## config.mk

```make
export PLATFORM = sky130hd
export DESIGN_NAME = dtpwm_top
export DESIGN_NICKNAME = d
export VERILOG_FILES = /design/src/rtl/dtpwm_pkg.sv /design/src/rtl/dtpwm_timer.sv /design/src/rtl/dtpwm_channel.sv /design/src/rtl/dtpwm_top.sv
export SDC_FILE = /design/constraint.sdc
export NUM_CORES = 1
export LEC_CHECK = 0
export BUFFER_PORTS_ARGS = -buffer_cell sky130_fd_sc_hd__buf_2
export CAP_MARGIN = 20
export CORE_MARGIN = 5
export CORE_UTILIZATION = 62
export DETAILED_ROUTE_END_ITERATION = 10
export PLACE_DENSITY = 0.81
export SYNTH_ARGS = -nofsm -noshare
export SYNTH_HDL_FRONTEND = slang
export SYNTH_SLANG_ARGS = --single-unit
```

## constraint.sdc

```tcl
create_clock -name pclk -period 3.56 [get_ports pclk]
set_clock_uncertainty 0.2 [all_clocks]
set_input_delay 0.178 -clock pclk [delete_from_list [all_inputs] [get_ports pclk]]
set_output_delay 0.178 -clock pclk [all_outputs]
set_load 0.005 [all_outputs]
```

## src/rtl/dtpwm_pkg.sv

```systemverilog
// Purpose: shared constants, types and helpers for the dead-time pwm block
// Assumes: 32-bit apb data, byte addresses, one word per register
// Notes:   offsets are also used by the checker and the bench; reset values by the top level only
package dtpwm_pkg;

   localparam int unsigned NCH      = 4;
   localparam int unsigned CW       = 16;
   localparam int unsigned DW       = 10;
   localparam int unsigned AW       = 8;
   localparam int unsigned CFG_BITS = 4;

   // register byte offsets
   localparam logic [7:0] OFF_CTRL     = 8'h00;
   localparam logic [7:0] OFF_PERIOD   = 8'h04;
   localparam logic [7:0] OFF_DEADTIME = 8'h08;
   localparam logic [7:0] OFF_OUTCFG   = 8'h0c;
   localparam logic [7:0] OFF_STATUS   = 8'h10;
   localparam logic [7:0] OFF_OUTSTAT  = 8'h14;
   localparam logic [7:0] OFF_MATCH    = 8'h18;
   localparam logic [7:0] OFF_PCOUNT   = 8'h1c;
   localparam logic [7:0] OFF_CMP0     = 8'h20;
   localparam logic [7:0] OFF_CMP_LAST = 8'h2c;

   // control bit positions
   localparam int unsigned CTRL_RUN_BIT    = 0;
   localparam int unsigned CTRL_CENTER_BIT = 1;
   localparam int unsigned CTRL_LOAD_BIT   = 2;

   // per-channel output configuration field, channel x at bits 4x+3..4x
   localparam int unsigned CFG_P_AFTER = 0;
   localparam int unsigned CFG_P_LEVEL = 1;
   localparam int unsigned CFG_C_AFTER = 2;
   localparam int unsigned CFG_C_LEVEL = 3;

   // values after reset
   localparam logic [1:0]  CTRL_RST   = 2'h0;
   localparam logic [15:0] PERIOD_RST = 16'h00ff;
   localparam logic [15:0] CMP_RST    = 16'h0000;
   localparam logic [9:0]  DT_RST     = 10'h000;
   localparam logic [15:0] OUTCFG_RST = 16'h0000;

   typedef enum logic [1:0] {
      DTPWM_IDLE = 2'b00,
      DTPWM_UP   = 2'b01,
      DTPWM_DOWN = 2'b10
   } dtpwm_state_type;

   // output is active on the side of the compare match that is not passive
   function automatic logic dtpwm_active(input logic st, input logic passive_after);
      return passive_after ? ~st : st;
   endfunction

   function automatic logic dtpwm_pin(input logic active, input logic passive_level);
      return active ? ~passive_level : passive_level;
   endfunction

   function automatic logic [31:0] dtpwm_strb(input logic [31:0] old_v,
                                               input logic [31:0] new_v,
                                               input logic [3:0]  strb);
      logic [31:0] r;
      r = old_v;
      for (int i = 0; i < 4; i++) begin
         if (strb[i]) begin
            r[8*i +: 8] = new_v[8*i +: 8];
         end
      end
      return r;
   endfunction

endpackage

```

## src/rtl/dtpwm_timer.sv

```systemverilog
// Purpose: period timer, edge aligned or center aligned
// Assumes: period is stable while a period runs (shadowed upstream)
// Notes:   start pulses once per period, on the cycle the count is zero
`timescale 1ns/100ps
module dtpwm_timer #(
   parameter int unsigned CW = 16
) (
   input  wire logic          pclk,
   input  wire logic          presetn,
   input  wire logic          run,
   input  wire logic          center,
   input  wire logic [CW-1:0] period,
   output logic      [CW-1:0] cnt,
   output logic               down,
   output logic               start
);
   dtpwm_pkg::dtpwm_state_type state_q;
   logic [CW-1:0]              cnt_q;

   always_ff @(posedge pclk or negedge presetn) begin
      if (!presetn) begin
         state_q <= dtpwm_pkg::DTPWM_IDLE;
         cnt_q   <= '0;
      end else begin
         case (state_q)
            dtpwm_pkg::DTPWM_IDLE: begin
               cnt_q <= '0;
               if (run) begin
                  state_q <= dtpwm_pkg::DTPWM_UP;
               end
            end
            dtpwm_pkg::DTPWM_UP: begin
               if (!run) begin
                  state_q <= dtpwm_pkg::DTPWM_IDLE;
                  cnt_q   <= '0;
               end else if (cnt_q >= period) begin
                  if (center) begin
                     state_q <= dtpwm_pkg::DTPWM_DOWN;
                     cnt_q   <= (cnt_q == '0) ? '0 : cnt_q - 1'b1;
                  end else begin
                     cnt_q <= '0;
                  end
               end else begin
                  cnt_q <= cnt_q + 1'b1;
               end
            end
            dtpwm_pkg::DTPWM_DOWN: begin
               if (!run) begin
                  state_q <= dtpwm_pkg::DTPWM_IDLE;
                  cnt_q   <= '0;
               end else if (cnt_q <= CW'(1)) begin
                  state_q <= dtpwm_pkg::DTPWM_UP;
                  cnt_q   <= '0;
               end else begin
                  cnt_q <= cnt_q - 1'b1;
               end
            end
            default: begin
               state_q <= dtpwm_pkg::DTPWM_IDLE;
               cnt_q   <= '0;
            end
         endcase
      end
   end

   assign cnt   = cnt_q;
   assign down  = (state_q == dtpwm_pkg::DTPWM_DOWN);
   assign start = (state_q == dtpwm_pkg::DTPWM_UP) && (cnt_q == '0);

endmodule // dtpwm_timer

```

## src/rtl/dtpwm_channel.sv

```systemverilog
// Purpose: one channel: compare state, dead time, complementary pin pair
// Assumes: st is the compare state, high while count >= compare value
// Notes:   an edge inside a running dead time restarts it
`timescale 1ns/100ps
module dtpwm_channel #(
   parameter int unsigned DW = 10
) (
   input  wire logic          pclk,
   input  wire logic          presetn,
   input  wire logic          run,
   input  wire logic          st,
   input  wire logic [DW-1:0] dead_time,
   input  wire logic [3:0]    cfg,
   output logic               prim_out,
   output logic               comp_out,
   output logic               match
);
   logic          st_q;
   logic [DW-1:0] dt_q;
   logic          prim_q;
   logic          comp_q;
   logic          done;

   always_ff @(posedge pclk or negedge presetn) begin
      if (!presetn) begin
         st_q <= 1'b0;
      end else begin
         st_q <= run & st;
      end
   end

   assign match = run & st & ~st_q;

   // both pins stay off while the count runs, so neither switches on early
   always_ff @(posedge pclk or negedge presetn) begin
      if (!presetn) begin
         dt_q <= '0;
      end else if (!run) begin
         dt_q <= '0;
      end else if ((run & st) != st_q) begin
         dt_q <= dead_time;
      end else if (dt_q != '0) begin
         dt_q <= dt_q - 1'b1;
      end
   end

   assign done = (dt_q == '0);

   // reset value 0 equals the passive level after reset
   always_ff @(posedge pclk or negedge presetn) begin
      if (!presetn) begin
         prim_q <= 1'b0;
         comp_q <= 1'b0;
      end else begin
         prim_q <= dtpwm_pkg::dtpwm_pin(run & done &
                   dtpwm_pkg::dtpwm_active(st_q, cfg[dtpwm_pkg::CFG_P_AFTER]),
                   cfg[dtpwm_pkg::CFG_P_LEVEL]);
         comp_q <= dtpwm_pkg::dtpwm_pin(run & done &
                   dtpwm_pkg::dtpwm_active(st_q, cfg[dtpwm_pkg::CFG_C_AFTER]),
                   cfg[dtpwm_pkg::CFG_C_LEVEL]);
      end
   end

   assign prim_out = prim_q;
   assign comp_out = comp_q;

endmodule // dtpwm_channel

```

## src/rtl/dtpwm_top.sv

```systemverilog
// Purpose: multi-channel dead-time pwm generator with an apb register file
// Assumes: apb with zero wait states; all inputs synchronous to pclk
// Notes:   compare and period values are shadowed and taken at period start
//
// Contract
// - timer restarts after reaching period match
// - four independent compare values, channels 0-3
// - compare match when count passes compare value
// - each channel drives complementary output pair
// - passive phase and level configurable per output
// - edge and center aligned counting modes
// - dead time delays switching on
// - dead time above compare holds one output
// - compare equal period still matches, below full
// - compare above period never matches, full on
// - full on via compare zero or above period
//
// Decided for this implementation: register access over APB and the placing of the registers.
`timescale 1ns/100ps
module dtpwm_top #(
   parameter int unsigned NCH = dtpwm_pkg::NCH,
   parameter int unsigned CW  = dtpwm_pkg::CW,
   parameter int unsigned DW  = dtpwm_pkg::DW
) (
   input  wire logic                    pclk,
   input  wire logic                    presetn,
   input  wire logic [dtpwm_pkg::AW-1:0] paddr,
   input  wire logic                    psel,
   input  wire logic                    penable,
   input  wire logic                    pwrite,
   input  wire logic [31:0]             pwdata,
   input  wire logic [3:0]              pstrb,
   output logic      [31:0]             prdata,
   output logic                         pready,
   output logic                         pslverr,
   output logic      [NCH-1:0]          primary_pwm_out,
   output logic      [NCH-1:0]          complementary_pwm_out
);
   logic [2:0]          ctrl_q;
   logic [CW-1:0]       period_q;
   logic [CW-1:0]       period_act_q;
   logic [DW-1:0]       dt_q;
   logic [4*NCH-1:0]    outcfg_q;
   logic [CW-1:0]       cmp_q     [NCH];
   logic [CW-1:0]       cmp_act_q [NCH];
   logic [NCH-1:0]      match_q;
   logic [31:0]         pcount_q;
   logic [31:0]         prdata_q;

   logic                run;
   logic                center;
   logic                load;
   logic [CW-1:0]       cnt;
   logic                down;
   logic                start;
   logic [NCH-1:0]      st;
   logic [NCH-1:0]      match_ev;
   logic                wr;
   logic                rd_setup;
   logic                hit;
   logic                cmp_sel;
   logic [1:0]          cmp_idx;
   logic [31:0]         rdata;
   logic [31:0]         wnew;

   assign run    = ctrl_q[dtpwm_pkg::CTRL_RUN_BIT];
   assign center = ctrl_q[dtpwm_pkg::CTRL_CENTER_BIT];

   // ---------------------------------------------------------------- apb
   assign wr       = psel & penable & pwrite;
   assign rd_setup = psel & ~penable & ~pwrite;
   assign cmp_sel  = (paddr >= dtpwm_pkg::OFF_CMP0) && (paddr <= dtpwm_pkg::OFF_CMP_LAST)
                     && (paddr[1:0] == 2'h0);
   assign cmp_idx  = paddr[3:2];

   always_comb begin
      case (paddr)
         dtpwm_pkg::OFF_CTRL,
         dtpwm_pkg::OFF_PERIOD,
         dtpwm_pkg::OFF_DEADTIME,
         dtpwm_pkg::OFF_OUTCFG,
         dtpwm_pkg::OFF_STATUS,
         dtpwm_pkg::OFF_OUTSTAT,
         dtpwm_pkg::OFF_MATCH,
         dtpwm_pkg::OFF_PCOUNT: hit = 1'b1;
         default:               hit = cmp_sel;
      endcase
   end

   assign pready  = 1'b1;
   assign pslverr = psel & penable & ~hit;

   always_comb begin
      rdata = 32'h0000_0000;
      case (paddr)
         dtpwm_pkg::OFF_CTRL:     rdata[1:0]     = ctrl_q[1:0];
         dtpwm_pkg::OFF_PERIOD:   rdata[CW-1:0]  = period_q;
         dtpwm_pkg::OFF_DEADTIME: rdata[DW-1:0]  = dt_q;
         dtpwm_pkg::OFF_OUTCFG:   rdata[4*NCH-1:0] = outcfg_q;
         dtpwm_pkg::OFF_STATUS: begin
            rdata[CW-1:0] = cnt;
            rdata[CW]     = down;
            rdata[CW+1]   = run;
         end
         dtpwm_pkg::OFF_OUTSTAT: begin
            rdata[NCH-1:0]       = primary_pwm_out;
            rdata[2*NCH-1:NCH]   = complementary_pwm_out;
            rdata[3*NCH-1:2*NCH] = st;
         end
         dtpwm_pkg::OFF_MATCH:    rdata[NCH-1:0] = match_q;
         dtpwm_pkg::OFF_PCOUNT:   rdata          = pcount_q;
         default: begin
            if (cmp_sel) begin
               rdata[CW-1:0] = cmp_q[cmp_idx];
            end
         end
      endcase
   end

   // read data is captured in the setup cycle so it comes from a flop
   always_ff @(posedge pclk or negedge presetn) begin
      if (!presetn) begin
         prdata_q <= 32'h0000_0000;
      end else if (rd_setup) begin
         prdata_q <= rdata;
      end
   end

   assign prdata = prdata_q;

   always_comb begin
      wnew = 32'h0000_0000;
      case (paddr)
         dtpwm_pkg::OFF_CTRL:     wnew[2:0]        = ctrl_q;
         dtpwm_pkg::OFF_PERIOD:   wnew[CW-1:0]     = period_q;
         dtpwm_pkg::OFF_DEADTIME: wnew[DW-1:0]     = dt_q;
         dtpwm_pkg::OFF_OUTCFG:   wnew[4*NCH-1:0]  = outcfg_q;
         default: begin
            if (cmp_sel) begin
               wnew[CW-1:0] = cmp_q[cmp_idx];
            end
         end
      endcase
      wnew = dtpwm_pkg::dtpwm_strb(wnew, pwdata, pstrb);
   end

   // ---------------------------------------------------------- registers
   always_ff @(posedge pclk or negedge presetn) begin
      if (!presetn) begin
         ctrl_q <= {1'b0, dtpwm_pkg::CTRL_RST};
      end else if (wr && paddr == dtpwm_pkg::OFF_CTRL) begin
         ctrl_q <= wnew[2:0];
      end else begin
         ctrl_q[dtpwm_pkg::CTRL_LOAD_BIT] <= 1'b0;
      end
   end

   assign load = ctrl_q[dtpwm_pkg::CTRL_LOAD_BIT];

   always_ff @(posedge pclk or negedge presetn) begin
      if (!presetn) begin
         period_q <= CW'(dtpwm_pkg::PERIOD_RST);
      end else if (wr && paddr == dtpwm_pkg::OFF_PERIOD) begin
         period_q <= wnew[CW-1:0];
      end
   end

   always_ff @(posedge pclk or negedge presetn) begin
      if (!presetn) begin
         dt_q <= DW'(dtpwm_pkg::DT_RST);
      end else if (wr && paddr == dtpwm_pkg::OFF_DEADTIME) begin
         dt_q <= wnew[DW-1:0];
      end
   end

   always_ff @(posedge pclk or negedge presetn) begin
      if (!presetn) begin
         outcfg_q <= (4*NCH)'(dtpwm_pkg::OUTCFG_RST);
      end else if (wr && paddr == dtpwm_pkg::OFF_OUTCFG) begin
         outcfg_q <= wnew[4*NCH-1:0];
      end
   end

   always_ff @(posedge pclk or negedge presetn) begin
      if (!presetn) begin
         for (int i = 0; i < NCH; i++) begin
            cmp_q[i] <= CW'(dtpwm_pkg::CMP_RST);
         end
      end else if (wr && cmp_sel) begin
         cmp_q[cmp_idx] <= wnew[CW-1:0];
      end
   end

   // shadow transfer at period start, while stopped or on a load write, so a period never sees a torn value
   always_ff @(posedge pclk or negedge presetn) begin
      if (!presetn) begin
         period_act_q <= CW'(dtpwm_pkg::PERIOD_RST);
         for (int i = 0; i < NCH; i++) begin
            cmp_act_q[i] <= CW'(dtpwm_pkg::CMP_RST);
         end
      end else if (!run || start || load) begin
         period_act_q <= period_q;
         for (int i = 0; i < NCH; i++) begin
            cmp_act_q[i] <= cmp_q[i];
         end
      end
   end

   // sticky match flags, write one to clear; a new match wins over the clear
   always_ff @(posedge pclk or negedge presetn) begin
      if (!presetn) begin
         match_q <= '0;
      end else if (wr && paddr == dtpwm_pkg::OFF_MATCH) begin
         match_q <= (match_q & ~pwdata[NCH-1:0]) | match_ev;
      end else begin
         match_q <= match_q | match_ev;
      end
   end

   always_ff @(posedge pclk or negedge presetn) begin
      if (!presetn) begin
         pcount_q <= 32'h0000_0000;
      end else if (wr && paddr == dtpwm_pkg::OFF_PCOUNT) begin
         pcount_q <= 32'h0000_0000;
      end else if (start) begin
         pcount_q <= pcount_q + 32'h0000_0001;
      end
   end

   // --------------------------------------------------------------- core
   dtpwm_timer #(
      .CW (CW)
   ) u_timer (
      .pclk    (pclk),
      .presetn (presetn),
      .run     (run),
      .center  (center),
      .period  (period_act_q),
      .cnt     (cnt),
      .down    (down),
      .start   (start)
   );

   // compare above period is never reached; zero holds for the whole period
   always_comb begin
      for (int i = 0; i < NCH; i++) begin
         st[i] = run && (cnt >= cmp_act_q[i]);
      end
   end

   for (genvar g = 0; g < NCH; g++) begin : g_ch
      dtpwm_channel #(
         .DW (DW)
      ) u_ch (
         .pclk      (pclk),
         .presetn   (presetn),
         .run       (run),
         .st        (st[g]),
         .dead_time (dt_q),
         .cfg       (outcfg_q[4*g +: 4]),
         .prim_out  (primary_pwm_out[g]),
         .comp_out  (complementary_pwm_out[g]),
         .match     (match_ev[g])
      );
   end

endmodule // dtpwm_top

```

==> metrics <==
synthesized cell area 17900 sq um; # rows 62; # setup viols final 0; Required @ worst endpoint 3780 ps; Yosys top cell area share 0.434; Int Pwr 0.00651 W; Max FO, Critical Path 8; leak pwr 9.82 nW; Reg power frac 0.465; # IOs 91; DR vias 14165; Max H-tree Level 2; crit share post-route 0.953; global-route wire length before repair 77200 um; Setup CP Type reg2reg; DP Cell Count 2157; post-route ant nets 0; die height 180 um; Synth area leaders dfrtp_1, mux2_2, ha_1; Die W 180 um; starting density of the core 0.627; commonest cells in the synthesized netlist dfrtp_1, nand2_1, o21ai_0, inv_1, mux2_2; post-synth top area cell dfrtp_1; Final Critical Period 3390 ps; Slew Limit Fails 0; share of cells above drive strength 1 0.208; Max-Cap Viols 0; Yosys warning count 0; CTS tree built; fill count 1986; post-synth net total 1879; initial antenna violation count 0; Layout area overhead 12.7%; Final Hold Fails 1; Yosys cell types 88; Root Buffer Master clkbuf_16; Critical R2R Launch u_timer.cnt[0]; Post-Route WL 48500 um; reg-to-reg slack, setup 170 ps; Post-synth ARST share 1.00; hpwl dp 34200 um; # port buffers 71; Rel. slew slack 0.459; Avg Cell Area, Syn 10.4 sq um; DRC violations left 0; post-route insts no fill 2236; Worst-Margin Slew 811 ps; postcts setup bufs 0; Critical Path AT 3620 ps; DRT iter0 DRCs 1391; DIE AREA 32400 sq um; number of synthesized flops with an enable pin 0; largest net degree at the start of global routing 85; Reg2Reg Capture Point g_ch[2].u_ch.dt_q[8]; Reg clk slew, reported paths 60 ps; Via-to-Cell Ratio 6.33; maximum vdd drop 0.306 mV; Critical path destination g_ch[2].u_ch.dt_q[8]; vias in the first global route 14236; clock sink count 327; Clock Tree Buf Depth 3; status finished with violations; maximum clock rate 295 MHz; clock share of power 0.436; Synth Instances 1733; Reg2Reg Depth 14; HP Class in2async; Setup TNS 0 ps; CP Launch Type register; post-cts resize count 0; Critical Path Source u_timer.cnt[0]; nets 1971; violated checks hold timing; GP Congestion 0.918; cts bufs inserted 37; Main synth FF type dfrtp_1; number of synthesized register bits 327; GRT Total Usage 0.294; Switching Fraction 0.258; P per Cell Area 434 nW/um^2; Core Area 28600 sq um; register area share after synthesis 0.457; Routed WL per cell 21.7 um; DR pass1 iterations 5; Hold Buf Count CTS 13; grt total ovfl 0; RSZ-0062 raised after global routing no; Worst setup EP type register; count leader, synth dfrtp_1; number of diodes 0; Hold WS -4.76 ps; Clock Latency Late Sink 530 ps; Logic pwr share 0.099; switching pwr 0.00226 W
==> kinds of logic (layout without fill, tap and decap cells) <==
group                      Yosys count  in the layout  synth area share
and+or+nand+nor                    521            521             0.146
AOI/OAI and AO/OA                  341            341             0.123
DFF                                327            327             0.457
buffers and inverters              201            320            0.0480
muxes                              167            167             0.120
adders and majority gates           97             97            0.0676
xor gates and xnor gates            78             78            0.0381
other                                1              1          0.000209
==> state kept, by name, summed over array words and instances (netlist names), 16 cells and up <==
name and count:
outcfg_q 16, cmp_act_q 64, prdata 32, g_ch.u_ch.dt_q 40
u_timer.cnt 16, pcount_q 32, cmp_q 64, period_q 16
period_act_q 16
==> worst min-delay path by stage <==
| stage | start | to | slack [ps] | cells past startpoint |
|---|---|---|---|---|
| CTS | penable | prdata[27] | 7 | 5 |
| global placement | presetn | g_ch[1].u_ch.dt_q[4] | -30 | 1 |
| floorplan | presetn | cmp_act_q[0] | -320 | 0 |
| finish | presetn | g_ch[1].u_ch.dt_q[2] | -5 | 2 |
| global route | penable | prdata[19] | 40 | 5 |
| detailed placement | presetn | g_ch[1].u_ch.dt_q[4] | -30 | 1 |
==> cell usage in the layout, fill, tap and decap left out, types with 36 or more instances in the layout <==
master / instances
xor2_1: 38
buf_4: 53
nand3_1: 38
ha_1: 97
xnor2_1: 40
nor2_1: 107
o21ai_0: 126
dfrtp_1: 311
nand2_1: 205
a21oi_1: 49
buf_2: 70
a211oi_1: 39
inv_1: 111
clkbuf_16: 39
a21o_1: 36
mux2_2: 110
==> area by class of cell <==
type                            instances  area (sq um)  share of cell area
Multi-Input combinational cell       1205          8880               0.439
Sequential cell                       327          8200               0.406
Clock buffer                           54          1090              0.0540
Timing Repair Buffer                  143          1010              0.0501
Tap cell                              384           480              0.0238
Inverter                              111           417              0.0206
Clock inverter                         12           124             0.00613
==> through the flow <==
stage / total power, W / hold slack (ps) / utilization / instance area, sq um / setup slack [ps]
after floorplan: 0.00463 / -318 / - / 17900 / 396
after global placement: 0.00494 / -34.3 / 0.659 / 18900 / 352
after detailed placement: 0.00498 / -34.7 / 0.659 / 18900 / 223
after CTS: 0.00878 / 6.55 / 0.706 / 20200 / 189
after global routing: 0.00905 / 38.1 / 0.706 / 20200 / 5.29
final: 0.00877 / -4.76 / 0.706 / 20200 / 167
==> power by group through the flow <==
stage | registers, W | logic (W) | clock network (W)
global placement | 0.00413 | 0.000810 | 0
global route | 0.00409 | 0.000952 | 0.00400
CTS | 0.00407 | 0.000862 | 0.00384
floorplan | 0.00406 | 0.000569 | 0
detailed placement | 0.00413 | 0.000843 | 0
finish | 0.00408 | 0.000866 | 0.00383
==> routing by layer <==
metal	vias up	GRT usage	part of all wire
li1	6283	-	-
met1	7038	0.394	0.40
met2	664	0.479	0.47
met3	180	0.0472	0.080
met4	0	0.131	0.050
met5	-	0	0
==> worst max-delay path, stage by stage (launching register included) <==
cell      delay (ps)
dfrtp_1          350
inv_1             70
ha_1             260
nand2b_1          90
a21o_1           170
a211oi_1          90
or4_1            490
a21boi_0         220
buf_4            170
o21a_1           110
o21a_1           190
ha_1             330
nand2_1          130
nand2_1          190
a211oi_1         230
Power figures use the tool's default switching activity.
